$ cat config.mk
export PLATFORM = sky130hd
export DESIGN_NAME = lsi_top
export DESIGN_NICKNAME = d
export VERILOG_FILES = /design/src/core/lsi_pkg.sv /design/src/core/lsi_top.sv
export SDC_FILE = /design/constraint.sdc
export NUM_CORES = 1
export LEC_CHECK = 0
export ABC_AREA = 0
export BUFFER_PORTS_ARGS = -buffer_cell sky130_fd_sc_hd__clkbuf_2
export CAP_MARGIN = 20
export CELL_PAD_IN_SITES_DETAIL_PLACEMENT = 0
export CELL_PAD_IN_SITES_GLOBAL_PLACEMENT = 1
export CORE_MARGIN = 3
export CORE_UTILIZATION = 45
export CTS_CLUSTER_SIZE = 16
export DETAILED_ROUTE_END_ITERATION = 12
export PLACE_DENSITY = 0.8
export SLEW_MARGIN = 20
export SYNTH_ARGS = -nofsm -noshare
export SYNTH_HDL_FRONTEND = slang
export SYNTH_SLANG_ARGS = --single-unit
$ cat constraint.sdc
create_clock -name hclk -period 5.6 [get_ports hclk]
set_input_delay 0.56 -clock hclk [delete_from_list [all_inputs] [get_ports hclk]]
set_output_delay 0.56 -clock hclk [all_outputs]
set_load 0.01 [all_outputs]
$ cat src/core/lsi_pkg.sv
// Package for the LED status indicator controller.
// Assumes a single 250 MHz clock and an AHB-Lite register bus with 32-bit data.
package lsi_pkg;

  // ----------------------------------------------------------------
  // Geometry
  // ----------------------------------------------------------------
  localparam int NUM_CHAN   = 5;
  localparam int NUM_ELEM   = 2 + 2 * NUM_CHAN;   // Colour elements in total
  localparam int RUN_W      = 4;

  // ----------------------------------------------------------------
  // Timing
  // ----------------------------------------------------------------
  localparam int CLK_MHZ      = 250;
  localparam int MS_NS        = 1000000;            // One millisecond in ns
  localparam int CLK_NS       = 1000 / CLK_MHZ;     // Clock period in ns
  localparam int MS_CYCLES    = MS_NS / CLK_NS;     // Cycles per millisecond tick
  localparam int SLOW_HALF_MS = 500;                // Slow blink half period
  localparam int FAST_HALF_MS = 100;                // Fast blink half period
  localparam int FLASH_MS     = 30;                 // Flash pulse width
  localparam int RUN_STEP_MS  = 200;                // Running sequence step

  // ----------------------------------------------------------------
  // Register map (byte addresses)
  // ----------------------------------------------------------------
  localparam logic [7:0] OFS_CTRL    = 8'h00;
  localparam logic [7:0] OFS_STATUS  = 8'h04;
  localparam logic [7:0] OFS_OVR_EN  = 8'h08;
  localparam logic [7:0] OFS_OVR_VAL = 8'h0C;

  localparam int CTRL_RUN_BIT     = 0;
  localparam int CTRL_WAVE_BIT    = 1;
  localparam int STAT_LED_LSB     = 0;
  localparam int STAT_MODE_LSB    = 12;
  localparam int STAT_OVRUN_LSB   = 16;

  localparam logic        CTRL_RST    = 1'b0;
  localparam logic [11:0] OVR_EN_RST  = 12'h000;
  localparam logic [11:0] OVR_VAL_RST = 12'h000;

  // ----------------------------------------------------------------
  // Types
  // ----------------------------------------------------------------
  typedef enum logic [2:0] {
    LSI_WAIT_CFG,
    LSI_NORMAL,
    LSI_UPDATE,
    LSI_CFG_ERR,
    LSI_PWR_FAULT,
    LSI_RUNNING,
    LSI_IDENTIFY
  } lsi_mode_e;

  typedef struct packed {
    logic [NUM_CHAN-1:0] trf_red;
    logic [NUM_CHAN-1:0] trf_yellow;
    logic                pwr_yellow;
    logic                pwr_green;
  } lsi_leds_s;

  typedef struct packed {
    logic usb_cfg_done;
    logic fw_update;
    logic fw_cfg_err;
    logic low_power;
  } lsi_dev_s;

  typedef struct packed {
    logic [NUM_CHAN-1:0] msg;
    logic [NUM_CHAN-1:0] err_frame;
    logic [NUM_CHAN-1:0] err_passive;
    logic [NUM_CHAN-1:0] overrun;
    logic [NUM_CHAN-1:0] bus_off;
  } lsi_chan_s;

endpackage : lsi_pkg

$ cat src/core/lsi_top.sv
// LED status indicator controller: patterns, channel latches, AHB-Lite registers.
// Assumes device and channel inputs come from logic on hclk; msg and
// err_frame are one-cycle pulses, the rest are levels.
//
// Implementation choices: register access over AHB-Lite and the register offsets.
`timescale 1ns/100ps
module lsi_top
  import lsi_pkg::*;
#(
  parameter int MS_CYCLES_P    = MS_CYCLES,
  parameter int SLOW_HALF_MS_P = SLOW_HALF_MS,
  parameter int FAST_HALF_MS_P = FAST_HALF_MS,
  parameter int FLASH_MS_P     = FLASH_MS,
  parameter int RUN_STEP_MS_P  = RUN_STEP_MS
) (
  input  wire logic        hclk,
  input  wire logic        hresetn,
  input  wire logic        hsel,
  input  wire logic [31:0] haddr,
  input  wire logic [1:0]  htrans,
  input  wire logic        hwrite,
  input  wire logic [2:0]  hsize,
  input  wire logic [31:0] hwdata,
  input  wire logic        hready,
  output logic             hreadyout,
  output logic             hresp,
  output logic [31:0]      hrdata,
  input  wire lsi_dev_s    dev,
  input  wire lsi_chan_s   chan,
  output lsi_leds_s        leds
);

  // ----------------------------------------------------------------
  // Declarations
  // ----------------------------------------------------------------
  logic [17:0]         ms_cnt_q;
  logic                ms_tick;
  logic [11:0]         slow_cnt_q;
  logic [11:0]         fast_cnt_q;
  logic [11:0]         run_cnt_q;
  logic                slow_ph_q;
  logic                fast_ph_q;
  logic [RUN_W-1:0]    run_idx_q;
  logic [11:0]         yel_cnt_q [NUM_CHAN];
  logic [11:0]         red_cnt_q [NUM_CHAN];
  logic [NUM_CHAN-1:0] ovrun_q;
  lsi_mode_e           mode_q;
  lsi_mode_e           mode_d;
  lsi_leds_s           leds_d;
  logic                run_en_q;
  logic                wav_en_q;
  logic [11:0]         ovr_en_q;
  logic [11:0]         ovr_val_q;
  logic                wr_pend_q;
  logic [7:0]          wr_addr_q;
  logic                addr_ph;

  // ----------------------------------------------------------------
  // Time base
  // ----------------------------------------------------------------
  // Millisecond enable pulse from the system clock
  always_ff @(posedge hclk or negedge hresetn) begin
    if (!hresetn) begin
      ms_cnt_q <= '0;
    end else if (ms_tick) begin
      ms_cnt_q <= '0;
    end else begin
      ms_cnt_q <= ms_cnt_q + 18'h0_0001;
    end
  end
  assign ms_tick = (ms_cnt_q == 18'(MS_CYCLES_P - 1));

  // Slow and fast phase toggles with equal halves
  always_ff @(posedge hclk or negedge hresetn) begin
    if (!hresetn) begin
      slow_cnt_q <= '0;
      slow_ph_q  <= 1'b0;
      fast_cnt_q <= '0;
      fast_ph_q  <= 1'b0;
    end else if (ms_tick) begin
      if (slow_cnt_q == 12'(SLOW_HALF_MS_P - 1)) begin
        slow_cnt_q <= '0;
        slow_ph_q  <= ~slow_ph_q;
      end else begin
        slow_cnt_q <= slow_cnt_q + 12'h001;
      end
      if (fast_cnt_q == 12'(FAST_HALF_MS_P - 1)) begin
        fast_cnt_q <= '0;
        fast_ph_q  <= ~fast_ph_q;
      end else begin
        fast_cnt_q <= fast_cnt_q + 12'h001;
      end
    end
  end

  // Running sequence step position, restarts when not running
  always_ff @(posedge hclk or negedge hresetn) begin
    if (!hresetn) begin
      run_cnt_q <= '0;
      run_idx_q <= '0;
    end else if (mode_q != LSI_RUNNING) begin
      run_cnt_q <= '0;
      run_idx_q <= '0;
    end else if (ms_tick) begin
      if (run_cnt_q == 12'(RUN_STEP_MS_P - 1)) begin
        run_cnt_q <= '0;
        run_idx_q <= (run_idx_q == RUN_W'(NUM_ELEM - 1)) ? '0 : run_idx_q + 4'h1;
      end else begin
        run_cnt_q <= run_cnt_q + 12'h001;
      end
    end
  end

  // ----------------------------------------------------------------
  // Channel flashes and overrun latch
  // ----------------------------------------------------------------
  // Each event reloads its flash timer, so a stream of events stays lit
  always_ff @(posedge hclk or negedge hresetn) begin
    if (!hresetn) begin
      for (int i = 0; i < NUM_CHAN; i++) begin
        yel_cnt_q[i] <= '0;
        red_cnt_q[i] <= '0;
      end
    end else begin
      for (int i = 0; i < NUM_CHAN; i++) begin
        if (chan.msg[i]) begin
          yel_cnt_q[i] <= 12'(FLASH_MS_P);
        end else if (ms_tick && yel_cnt_q[i] != '0) begin
          yel_cnt_q[i] <= yel_cnt_q[i] - 12'h001;
        end
        if (chan.err_frame[i]) begin
          red_cnt_q[i] <= 12'(FLASH_MS_P);
        end else if (ms_tick && red_cnt_q[i] != '0) begin
          red_cnt_q[i] <= red_cnt_q[i] - 12'h001;
        end
      end
    end
  end

  // Overrun holds until bus off; a new overrun wins over the clear
  always_ff @(posedge hclk or negedge hresetn) begin
    if (!hresetn) begin
      ovrun_q <= '0;
    end else begin
      ovrun_q <= chan.overrun | (ovrun_q & ~chan.bus_off);
    end
  end

  // ----------------------------------------------------------------
  // Mode selection
  // ----------------------------------------------------------------
  // Device-wide conditions first, channel traffic only in normal mode
  always_comb begin
    if (run_en_q) begin
      mode_d = LSI_RUNNING;
    end else if (dev.fw_cfg_err) begin
      mode_d = LSI_CFG_ERR;
    end else if (dev.low_power) begin
      mode_d = LSI_PWR_FAULT;
    end else if (dev.fw_update) begin
      mode_d = LSI_UPDATE;
    end else if (wav_en_q) begin
      mode_d = LSI_IDENTIFY;
    end else if (!dev.usb_cfg_done) begin
      mode_d = LSI_WAIT_CFG;
    end else begin
      mode_d = LSI_NORMAL;
    end
  end

  always_ff @(posedge hclk or negedge hresetn) begin
    if (!hresetn) begin
      mode_q <= LSI_WAIT_CFG;
    end else begin
      mode_q <= mode_d;
    end
  end

  // ----------------------------------------------------------------
  // Pattern generation
  // ----------------------------------------------------------------
  // Built-in pattern for all twelve colour elements
  always_comb begin
    leds_d = '0;
    case (mode_q)
      LSI_WAIT_CFG: begin
        leds_d.pwr_yellow = slow_ph_q;
      end
      LSI_NORMAL: begin
        leds_d.pwr_green = 1'b1;
        for (int i = 0; i < NUM_CHAN; i++) begin
          if (ovrun_q[i]) begin
            leds_d.trf_red[i] = 1'b1;
          end else if (chan.err_passive[i]) begin
            leds_d.trf_red[i] = fast_ph_q;
          end else if (red_cnt_q[i] != '0) begin
            leds_d.trf_red[i] = 1'b1;
          end else if (yel_cnt_q[i] != '0) begin
            leds_d.trf_yellow[i] = 1'b1;
          end
        end
      end
      LSI_UPDATE: begin
        leds_d.pwr_green  = 1'b1;
        leds_d.trf_yellow = {NUM_CHAN{fast_ph_q}};
      end
      LSI_CFG_ERR: begin
        leds_d.pwr_green  = slow_ph_q;
        leds_d.pwr_yellow = ~slow_ph_q;
        leds_d.trf_yellow = {NUM_CHAN{slow_ph_q}};
        leds_d.trf_red    = {NUM_CHAN{~slow_ph_q}};
      end
      LSI_PWR_FAULT: begin
        leds_d.pwr_green  = slow_ph_q;
        leds_d.pwr_yellow = ~slow_ph_q;
        leds_d.trf_yellow = {NUM_CHAN{slow_ph_q}};
      end
      LSI_IDENTIFY: begin
        leds_d.pwr_green  = fast_ph_q;
        leds_d.pwr_yellow = ~fast_ph_q;
        leds_d.trf_yellow = {NUM_CHAN{fast_ph_q}};
        leds_d.trf_red    = {NUM_CHAN{~fast_ph_q}};
      end
      LSI_RUNNING: begin
        if (run_idx_q == 4'h0) begin
          leds_d.pwr_green = 1'b1;
        end else if (run_idx_q == 4'h1) begin
          leds_d.pwr_yellow = 1'b1;
        end else if (!run_idx_q[0]) begin
          leds_d.trf_yellow[run_idx_q[RUN_W-1:1] - 3'h1] = 1'b1;  // Channel yellow before its red
        end else begin
          leds_d.trf_red[run_idx_q[RUN_W-1:1] - 3'h1] = 1'b1;
        end
      end
      default: begin
        leds_d = '0;
      end
    endcase
  end

  // Registered outputs with per-element override
  always_ff @(posedge hclk or negedge hresetn) begin
    if (!hresetn) begin
      leds <= '0;
    end else begin
      leds <= lsi_leds_s'((ovr_val_q & ovr_en_q) | (12'(leds_d) & ~ovr_en_q));
    end
  end

  // ----------------------------------------------------------------
  // AHB-Lite slave
  // ----------------------------------------------------------------
  // Zero wait state, always OKAY
  assign hreadyout = 1'b1;
  assign hresp     = 1'b0;
  assign addr_ph   = hsel && hready && htrans[1];

  // Address phase capture for writes
  always_ff @(posedge hclk or negedge hresetn) begin
    if (!hresetn) begin
      wr_pend_q <= 1'b0;
      wr_addr_q <= '0;
    end else begin
      wr_pend_q <= addr_ph && hwrite;
      wr_addr_q <= haddr[7:0];
    end
  end

  // Register writes in the data phase
  always_ff @(posedge hclk or negedge hresetn) begin
    if (!hresetn) begin
      run_en_q  <= CTRL_RST;
      wav_en_q  <= CTRL_RST;
      ovr_en_q  <= OVR_EN_RST;
      ovr_val_q <= OVR_VAL_RST;
    end else if (wr_pend_q) begin
      if (wr_addr_q == OFS_CTRL) begin
        run_en_q <= hwdata[CTRL_RUN_BIT];
        wav_en_q <= hwdata[CTRL_WAVE_BIT];
      end else if (wr_addr_q == OFS_OVR_EN) begin
        ovr_en_q <= hwdata[11:0];
      end else if (wr_addr_q == OFS_OVR_VAL) begin
        ovr_val_q <= hwdata[11:0];
      end
    end
  end

  // Read data taken at the address phase; unmapped reads zero
  always_ff @(posedge hclk or negedge hresetn) begin
    if (!hresetn) begin
      hrdata <= '0;
    end else if (addr_ph && !hwrite) begin
      if (haddr[7:0] == OFS_CTRL) begin
        hrdata <= (32'(wav_en_q) << CTRL_WAVE_BIT) | (32'(run_en_q) << CTRL_RUN_BIT);
      end else if (haddr[7:0] == OFS_STATUS) begin
        hrdata <= (32'(leds) << STAT_LED_LSB) | (32'(mode_q) << STAT_MODE_LSB)
                | (32'(ovrun_q) << STAT_OVRUN_LSB);
      end else if (haddr[7:0] == OFS_OVR_EN) begin
        hrdata <= 32'(ovr_en_q);
      end else if (haddr[7:0] == OFS_OVR_VAL) begin
        hrdata <= 32'(ovr_val_q);
      end else begin
        hrdata <= '0;
      end
    end
  end
endmodule : lsi_top

==> impl_metrics.json, run 1 <==
{
  "design_area_sq_um": 14800,
  "synth_cell_types": 64,
  "required_ns": 6.04,
  "gp_congestion": 0.794,
  "h-tree-depth": 1,
  "finalCriticalPeriod_ns": 3.16,
  "slew_viol_final": 0,
  "relSlewSlack_pct": 32.7,
  "ys_seq_area_share_pct": 48.5,
  "crit_slowest_cell": "or4b_2",
  "critPathArrivalTime_ns": 3.60,
  "max_freq_mhz": 317,
  "ant_nets": 0,
  "holdBufCountCts": 0,
  "crit_fanout": 38,
  "grt_pass1_wl_microns": 49100,
  "crit_top_cell": "buf_4",
  "cts_made_buffers": 29,
  "insertion_delay_ns": 0.54,
  "cts-root-buf": "clkbuf_16",
  "clock_path_buffers": 3,
  "core_sq_um": 28300,
  "die-width_microns": 177,
  "path_class": "reg -> reg",
  "maxCapViolCount": 0,
  "rsz0062_at_grt": "no",
  "n_antenna_cell": 0,
  "drive_gt1_share_pct": 14.8,
  "postSynth.asyncResetShare_pct": 100,
  "setup.worst_path.start_class": "flop",
  "drt_iter0_markers": 564,
  "cts_tree": "yes",
  "netlist_area_sq_um": 13200,
  "hpwl_microns": 19700,
  "crit_family": "simple AND/OR/NAND/NOR gates",
  "post-cts-setup-buffers": 0,
  "fp.dieArea_sq_um": 31300,
  "synth_commonest_cells": "dfrtp_1, nor2_1, a21oi_1, nand2_1, o21ai_0",
  "hold_viol": 0,
  "synth_seq_cells": 255,
  "clk_pin_slew_worst_paths_ns": 0.06,
  "synth-edff-count": 0,
  "switching_share_pct": 22.1,
  "drc_errors": 0,
  "place_area_sq_um": 13900,
  "rows": 61,
  "finalSetupViolCount": 0,
  "num_vias": 10247,
  "comb_power_share_pct": 3.9,
  "grt_pass1_vias": 9757,
  "p_sw_mw": 0.830,
  "die_h_microns": 177,
  "powerDensity_nw_per_um2": 254,
  "portBuffers": 86,
  "critPathBufInv": 2,
  "grt_max_degree": 127,
  "drt_wl_total_microns": 29400,
  "period_share_pct": 56.4,
  "finalSetupTns_ns": 0,
  "fin_skew_ns": 0.0142,
  "drt-pass1-iter-count": 5,
  "p_leak_nw": 6.08,
  "syn_inst": 1331,
  "antenna_found_initial": 0,
  "hp-class": "in -> async",
  "power_frac_clock_pct": 45.8,
  "clock-sinks": 255,
  "yosysTopAreaCell": "dfrtp_1",
  "grt_usage_pct": 18.7,
  "yosysMostFrequentCell": "dfrtp_1",
  "overflow": 0,
  "p_seq_share_pct": 50.2,
  "avgSynthCellArea_sq_um": 9.88,
  "synthTopCellsByArea": "dfrtp_1, mux2_2, a21oi_1, nor2_1, ha_1",
  "post_cts_resized": 0,
  "area_growth_pct": 12.2,
  "num_io_pins": 149,
  "initial_utilization_pct": 46.5,
  "via_per_inst": 5.70,
  "synth_top_area_share_pct": 48.5,
  "peakVddDrop_v": 0.000209,
  "avgRoutedWirePerCell_microns": 16.4,
  "end_kind": "flop",
  "yosys_most_used_dff": "dfrtp_1",
  "power.internal_mw": 2.92,
  "cpPeakStageDelay_ns": 0.65,
  "outcome": "finished clean",
  "worstPathCellList": "nor4b_1 > and2_1 > buf_4 > nand2_1 > buf_4 > or4b_2 > a21oi_1",
  "tightest_slew_ns": 1.01,
  "yosysWarnings": 0,
  "nets": 1533
}
## area by class of cell
type | instances | area (sq um)
Tap cell | 378 | 473
Clock buffer | 47 | 833
Inverter | 47 | 176
Multi-Input combinational cell | 969 | 6330
Fill cell | 2596 | 13600
Clock inverter | 3 | 15.0
Timing Repair Buffer | 100 | 558
Sequential cell | 255 | 6380
## state kept, by name, indices dropped and copies added, names as in the netlist, 3 cells and up
register,cells
red_cnt_q,60
yel_cnt_q,60
hrdata,20
ms_cnt_q,18
fast_cnt_q,12
leds,12
ovr_en_q,12
ovr_val_q,12
run_cnt_q,12
slow_cnt_q,12
wr_addr_q,8
ovrun_q,5
run_idx_q,4
mode_q,3
## routing by layer
metal | wire length, microns | track usage, % | vias up
met2 | 13100 | 29.3 | 166
met1 | 14700 | 27.8 | 5023
met3 | 1110 | 2.47 | 32
li1 | - | - | 5026
met4 | 578 | 4.09 | 0
met5 | 0 | 0 | -
## logic make-up (layout without fill, tap and decap cells)
logic type	Yosys count	count (layout)	synth area share, %
other	2	14	0.0571
flip-flops	255	255	48.5
buffers and inverters	119	197	3.83
adder cells (fa/ha/maj)	28	28	2.66
XOR/XNOR	61	61	4.06
multiplexers	60	60	5.15
AND/OR/NAND/NOR	542	542	23.0
AO/OA/AOI/OAI	264	264	12.7
## power by group through the flow
stage / Sequential, mW / Clock [mW] / Combinational, mW
6_report: 1.88 / 1.72 / 0.147
5_1_grt: 1.88 / 1.84 / 0.168
4_1_cts: 1.88 / 1.78 / 0.152
3_5_place_dp: 1.91 / 0 / 0.151
3_3_place_gp: 1.91 / 0 / 0.150
2_1_floorplan: 1.91 / 0 / 0.0740
## worst reg2reg max path, stage by stage (launching register included)
cell and delay, ns:
dfrtp_1 0.40, nor4b_1 0.42, and2_1 0.19, buf_4 0.41, nand2_1 0.45, buf_4 0.38, or4b_2 0.66, a21oi_1 0.16
## layout by cell type (no fill, tap or decap), types with 14 or more instances in the layout
master     instances
dfrtp_1          255
nor2_1           102
clkbuf_2          85
a21oi_1           78
nand2_1           76
o21ai_0           66
nand3_1           53
inv_1             47
or3_1             47
or4_1             44
mux2_2            42
nor4_1            37
xnor2_1           37
nor3_1            32
nand4_1           31
clkbuf_16         29
ha_1              28
o31ai_1           27
xor2_1            24
mux2i_1           16
nor3b_1           14
nand2b_1          14
o41ai_1           14
conb_1            14
clkbuf_1          14
## worst paths after layout
kind,from,to,slack [ns],cells after the start
worst max register to register,ms_cnt_q[6],run_cnt_q[6],2.44,7
worst min-delay path,hresetn,wr_addr_q[0],0.09,1
max in group asynchronous,hresetn,ms_cnt_q[11],4.31,2
worst min register to register,fast_cnt_q[11],fast_cnt_q[11],0.47,1
worst max-delay path,ms_cnt_q[6],run_cnt_q[6],2.44,7
min in group hclk,haddr[7],wr_addr_q[7],0.14,1
## through the flow
step	util, %	hold slack (ns)	instances	worst slack (ns)	total power, mW
floorplan	-	0.264	1343	3.03	1.98
global placement	49.1	0.464	1749	2.03	2.06
detailed placement	49.1	0.469	1749	2.09	2.06
CTS	52.1	0.117	1799	2.44	3.81
global route	52.1	0.134	1799	2.22	3.89
finish	52.1	0.0854	1799	2.44	3.75
Power figures use the tool's default switching activity.
==> run 2, diff against run 1 <==
Settings changed: ABC_AREA 0 to 1, CORE_UTILIZATION 45 to 39, PLACE_DENSITY 0.8 to 0.77.
Clock period 5.6 ns to 2.9 ns, I/O delays scaled along.
==> impl_metrics.json, run 2 <==
{
  "critPathBufInv": 2,
  "synthXorXnorAreaFrac_pct": 5.52,
  "p_leak_nw": 8.97,
  "peakVddDrop_v": 0.000420,
  "worstPathCellList": "ha_1 > nand2_1 > nor2_4 > inv_2 > nor2_4 > nand2_4 > clkinv_2 > nand2_1 > nand2_1 > nand2_1 > nand2_1",
  "post_cts_resized": 0,
  "initial_utilization_pct": 39.9,
  "power_frac_clock_pct": 48.9,
  "h-tree-depth": 1,
  "hpwl_microns": 25500,
  "core_sq_um": 37000,
  "netlist_area_sq_um": 14800,
  "via_per_inst": 4.90,
  "synth_fa_ha_area_share_pct": 2.37,
  "drt-pass1-iter-count": 5,
  "synth_top_area_share_pct": 43.2,
  "place_area_sq_um": 15700,
  "area_growth_pct": 16.9,
  "relSlewSlack_pct": 53.5,
  "grt_max_degree": 68,
  "avgRoutedWirePerCell_microns": 13.4,
  "crit_slowest_cell": "dfrtp_1",
  "gp_congestion": 0.822,
  "dp.cells": 2597,
  "final_util_pct": 46.7,
  "period_share_pct": 78.8,
  "hold-worst-slack_ns": 0.0331,
  "critPathArrivalTime_ns": 2.78,
  "num_vias": 13170,
  "crit_top_cell": "nand2_1",
  "reg.largest.list": "red_cnt_q x60, yel_cnt_q x60, hrdata x20",
  "final_cells": 2689,
  "design_area_sq_um": 17200,
  "fp.dieArea_sq_um": 40200,
  "yosysMostFrequentCell": "nand2_1",
  "die-width_microns": 201,
  "grt_usage_pct": 17.8,
  "synth-edff-count": 0,
  "portBuffers": 86,
  "num_io_pins": 149,
  "holdBufCountCts": 36,
  "ys_seq_area_share_pct": 43.2,
  "finalCriticalPeriod_ns": 2.29,
  "clk_pin_slew_worst_paths_ns": 0.06,
  "drive_gt1_share_pct": 8.33,
  "p_seq_share_pct": 42.4,
  "final_cell_mix": "nand2_1, nand3_1, nor2_1",
  "synth_top_family_by_area": "simple AND/OR/NAND/NOR gates",
  "nets": 2293,
  "fin_ws_ns": 0.614,
  "hold_viol": 0,
  "p_sw_mw": 2.15,
  "syn_inst": 2035,
  "synth_cell_types": 40,
  "avgSynthCellArea_sq_um": 7.25,
  "max_freq_mhz": 437,
  "comb_power_share_pct": 8.7,
  "cts-root-buf": "clkbuf_16",
  "synth_commonest_cells": "nand2_1, nand3_1, nor2_1, dfrtp_1, inv_1",
  "rsz0062_at_grt": "no",
  "finalSetupTns_ns": 0,
  "grt_pass1_wl_microns": 62000,
  "synth.area.mux_share_pct": 0,
  "postSynth.asyncResetShare_pct": 100,
  "required_ns": 3.40,
  "clock-sinks": 255,
  "cts_tree": "yes",
  "dpl_worst_slack_ns": 0.579,
  "drt_iter0_markers": 704,
  "crit_fanout": 13,
  "ant_nets": 0,
  "mostFrequentLayoutCell": "nand2_1",
  "slew_viol_final": 0,
  "tightest_slew_ns": 0.697,
  "fillers": 3772,
  "power.total_mw": 8.88,
  "yosysTopAreaCell": "dfrtp_1",
  "cpPeakStageDelay_ns": 0.41,
  "drt_wl_total_microns": 36100,
  "outcome": "finished clean",
  "fin_skew_ns": 0.00905,
  "yosysWarnings": 0,
  "end_kind": "flop",
  "post-cts-setup-buffers": 0,
  "die_h_microns": 201,
  "hp-class": "in -> reg",
  "crit_family": "simple AND/OR/NAND/NOR gates",
  "path_class": "reg -> reg",
  "synth_seq_cells": 255,
  "n_antenna_cell": 0,
  "grt_pass1_vias": 12802,
  "powerDensity_nw_per_um2": 515,
  "overflow": 0,
  "synth_compound_area_share_pct": 5.32,
  "setup.worst_path.start_class": "flop",
  "insertion_delay_ns": 0.56,
  "clock_path_buffers": 3,
  "power.internal_mw": 6.74,
  "maxCapViolCount": 0,
  "antenna_found_initial": 0,
  "finalSetupViolCount": 0,
  "rows": 70,
  "yosys_most_used_dff": "dfrtp_1",
  "switching_share_pct": 24.2,
  "drc_errors": 0,
  "cts_made_buffers": 31,
  "synthTopCellsByArea": "dfrtp_1, nand2_1, nand3_1, nor2_1, inv_1",
  "yosys.area_share.simple_pct": 35.7
}
## run 2: cell types whose count changed after synthesis, sizes merged, moves of 42 or more
cell,previous run,this run
mux2,42,0
nand2,76,569
xor2,24,72
inv,47,215
nor2,103,270
or3,47,0
a21oi,78,25
or4,44,0
nand3,53,286
## run 2: per-layer routing
metal / track usage (%) / vias up / wire length, microns
met2: 29.8 / 196 / 16800
met4: 3.99 / 0 / 711
met3: 2.45 / 53 / 1310
li1: - / 6759 / -
met5: 0 / - / 0
met1: 24.7 / 6162 / 17200
## run 2: final timing paths
path	from	to	slack (ns)	cells after the start
min in group asynchronous	hresetn	red_cnt_q[17]	0.27	2
max in group asynchronous	hresetn	leds[3]	1.88	3
worst max register to register	ms_cnt_q[0]	yel_cnt_q[18]	0.61	11
worst max-delay path	ms_cnt_q[0]	yel_cnt_q[18]	0.61	11
worst min-delay path	chan[15]	red_cnt_q[52]	0.03	3
worst min register to register	hrdata[9]	hrdata[9]	0.49	2
## run 2: worst min-delay path, delay by kind of cell
| family | cells | cell delay [ns] |
|---|---|---|
| AND/OR/NAND/NOR | 1 | 0.05 |
| buffers and inverters | 1 | 0.14 |
| AO/OA/AOI/OAI | 1 | 0.09 |
## run 2: cells by family (layout without fill, tap and decap cells)
kind of cell             after synthesis  after routing
buffers and inverters                282            420
adder cells (fa/ha/maj)               28             28
AND/OR/NAND/NOR                     1229           1229
flip-flops                           255            255
XOR/XNOR                              93             93
AO/OA/AOI/OAI                        146            146
other                                  2             14
## run 2: power groups by stage
stage | Clock, mW | Combinational [mW] | Sequential [mW]
floorplan | 0 | 0.501 | 3.80
global placement | 0 | 0.734 | 3.82
detailed placement | 0 | 0.745 | 3.82
CTS | 4.46 | 0.786 | 3.76
global route | 4.62 | 0.903 | 3.78
finish | 4.35 | 0.772 | 3.76
## run 2: cell type report
cell class | instances | area [sq um] | area share, %
clock buffer | 45 | 918 | 5.32
inverter | 223 | 838 | 4.86
timing repair buffer | 141 | 981 | 5.69
clock inverter | 11 | 235 | 1.36
tap | 504 | 631 | 3.66
sequential | 255 | 6380 | 37.0
multi-input combinational | 1510 | 7260 | 42.1
==> run 3, diff against run 2 <==
Clock period 2.9 ns to 2 ns, I/O delays scaled along.
==> impl_metrics.json, run 3 (synthesis gave the netlist of run 2 again) <==
{
  "slew_viol_final": 0,
  "overflow": 0,
  "drt_wl_total_microns": 36100,
  "die-width_microns": 201,
  "power.total_mw": 12.3,
  "area_growth_pct": 20.3,
  "drt_iter0_markers": 655,
  "critPathArrivalTime_ns": 2.32,
  "tightest_slew_ns": 0.676,
  "required_ns": 2.46,
  "initial_utilization_pct": 39.9,
  "finalSetupViolCount": 0,
  "cts_tree": "yes",
  "maxCapViolCount": 0,
  "ant_nets": 0,
  "die_h_microns": 201,
  "path_class": "reg -> reg",
  "cts_made_buffers": 30,
  "regArea_sq_um": 6380,
  "r2r_start": "ms_cnt_q[1]",
  "timing.rr.end": "red_cnt_q[53]",
  "powerDensity_nw_per_um2": 693,
  "hpwl_microns": 25900,
  "relSlewSlack_pct": 54.9,
  "final_cell_mix": "nand2_1, nand3_1, nor2_1",
  "antenna_found_initial": 0,
  "hp-class": "in -> reg",
  "drt-pass1-iter-count": 5,
  "mostFrequentLayoutCell": "nand2_1",
  "clock_path_buffers": 3,
  "outcome": "finished clean",
  "portBuffers": 86,
  "gp_congestion": 0.850,
  "peakVddDrop_v": 0.000640,
  "fp.dieArea_sq_um": 40200,
  "hold-worst-slack_ns": 0.0610,
  "place_area_sq_um": 16100,
  "r2r_cells": 10,
  "rsz0062_at_grt": "yes",
  "clock-sinks": 255,
  "grt_usage_pct": 17.8,
  "reg2reg_slack_ns": 0.15,
  "period_share_pct": 92.7,
  "fillers": 3765,
  "finalSetupTns_ns": 0,
  "design_area_sq_um": 17800,
  "max_freq_mhz": 539,
  "cts-root-buf": "clkbuf_16",
  "reg.largest.list": "red_cnt_q x60, yel_cnt_q x60, hrdata x20",
  "rows": 70,
  "num_io_pins": 149,
  "fin_skew_ns": 0.0123,
  "use_met2_pct": 29.0,
  "p_leak_nw": 9.21,
  "nets": 2352,
  "crit_fanout": 9,
  "hold_viol": 0,
  "worstPathCellList": "ha_1 > nand2_1 > nor2_4 > inv_2 > nor2_4 > buf_12 > nand3_2 > buf_4 > nand3_1 > nand2_1",
  "num_vias": 13357,
  "n_antenna_cell": 0,
  "end_kind": "flop",
  "startpoint": "ms_cnt_q[1]",
  "dpl_worst_slack_ns": 0.0278,
  "h-tree-depth": 1,
  "clk_pin_slew_worst_paths_ns": 0.06,
  "insertion_delay_ns": 0.57,
  "grt_pass1_wl_microns": 62100,
  "multi_input_area_sq_um": 7340,
  "drc_errors": 0,
  "met1_usage_pct": 25.2,
  "drive_gt1_share_pct": 11.1,
  "fin_ws_ns": 0.146,
  "finalCriticalPeriod_ns": 1.85,
  "grt_pass1_vias": 12773,
  "cpPeakStageDelay_ns": 0.36,
  "crit_slowest_cell": "dfrtp_1",
  "grtUsageMet3_pct": 2.77,
  "via_per_inst": 4.86,
  "core_sq_um": 37000,
  "setup.worst_path.start_class": "flop",
  "grt.busiest_layer": "met2",
  "endpoint": "red_cnt_q[53]",
  "grt_max_degree": 62,
  "avgRoutedWirePerCell_microns": 13.1
}
[run 3: cell types whose count changed in the layout (fill, tap and decap cells not counted), moves of 3 or more]
cell	previous run	this run
buf_4	16	58
dlygate4sd3_1	36	49
nand2_1	562	556
bufinv_16	7	2
nand2_4	2	7
buf_12	3	7
clkbuf_1	5	1
clkinv_2	3	7
inv_1	214	210
nand3_1	284	280
nand3_2	2	6
clkbuf_8	9	12
inv_2	1	4
[run 3: power breakdown]
group | switching (mW) | total [mW] | internal [mW]
registers | 0.147 | 5.45 | 5.31
logic | 0.731 | 1.18 | 0.449
clock network | 2.22 | 5.66 | 3.44
total | 3.10 | 12.3 | 9.20
[run 3: cell type report]
type | instances | share of cell area [%]
Multi-Input combinational cell | 1511 | 41.3
Sequential cell | 255 | 35.9
Timing Repair Buffer | 200 | 8.49
Clock buffer | 43 | 5.18
Inverter | 223 | 4.74
Tap cell | 504 | 3.55
Clock inverter | 13 | 0.754
[run 3: stage by stage]
step	util, %	instances
floorplan	-	2047
global placement	43.6	2643
detailed placement	43.6	2643
CTS	47.8	2748
global route	48.0	2749
finish	48.0	2749
[run 3: layer usage]
| layer | part of all wire [%] | up-vias |
|---|---|---|
| met4 | 2.1 | 0 |
| li1 | - | 6870 |
| met1 | 48 | 6230 |
| met2 | 46 | 211 |
| met3 | 4.0 | 46 |
| met5 | 0 | - |
[run 3: what timing repair did]
item | in CTS | in global routing
hold buffers | 49 | 0
hold endpoints to repair | 328 | 0
resized for setup | 0 | 23
buffers inserted | 0 | 0
setup endpoints to repair | 0 | 89
[run 3: worst min path at each step]
stage	startpoint	slack [ns]	cells after the start	end
after floorplan	hresetn	-0.1	0	fast_cnt_q[0]
after global placement	hresetn	0.15	1	red_cnt_q[6]
after detailed placement	hresetn	0.15	1	red_cnt_q[6]
after CTS	hready	0.03	5	hrdata[0]
after global routing	hready	0.1	5	hrdata[0]
final	hready	0.06	5	hrdata[0]
[run 3: critical path: cells and delay by family (launching register included)]
kind / cells / cell delay [ns]
simple gates: 6 / 0.75
buf+inv: 3 / 0.45
flops: 1 / 0.36
fa+ha+maj: 1 / 0.18
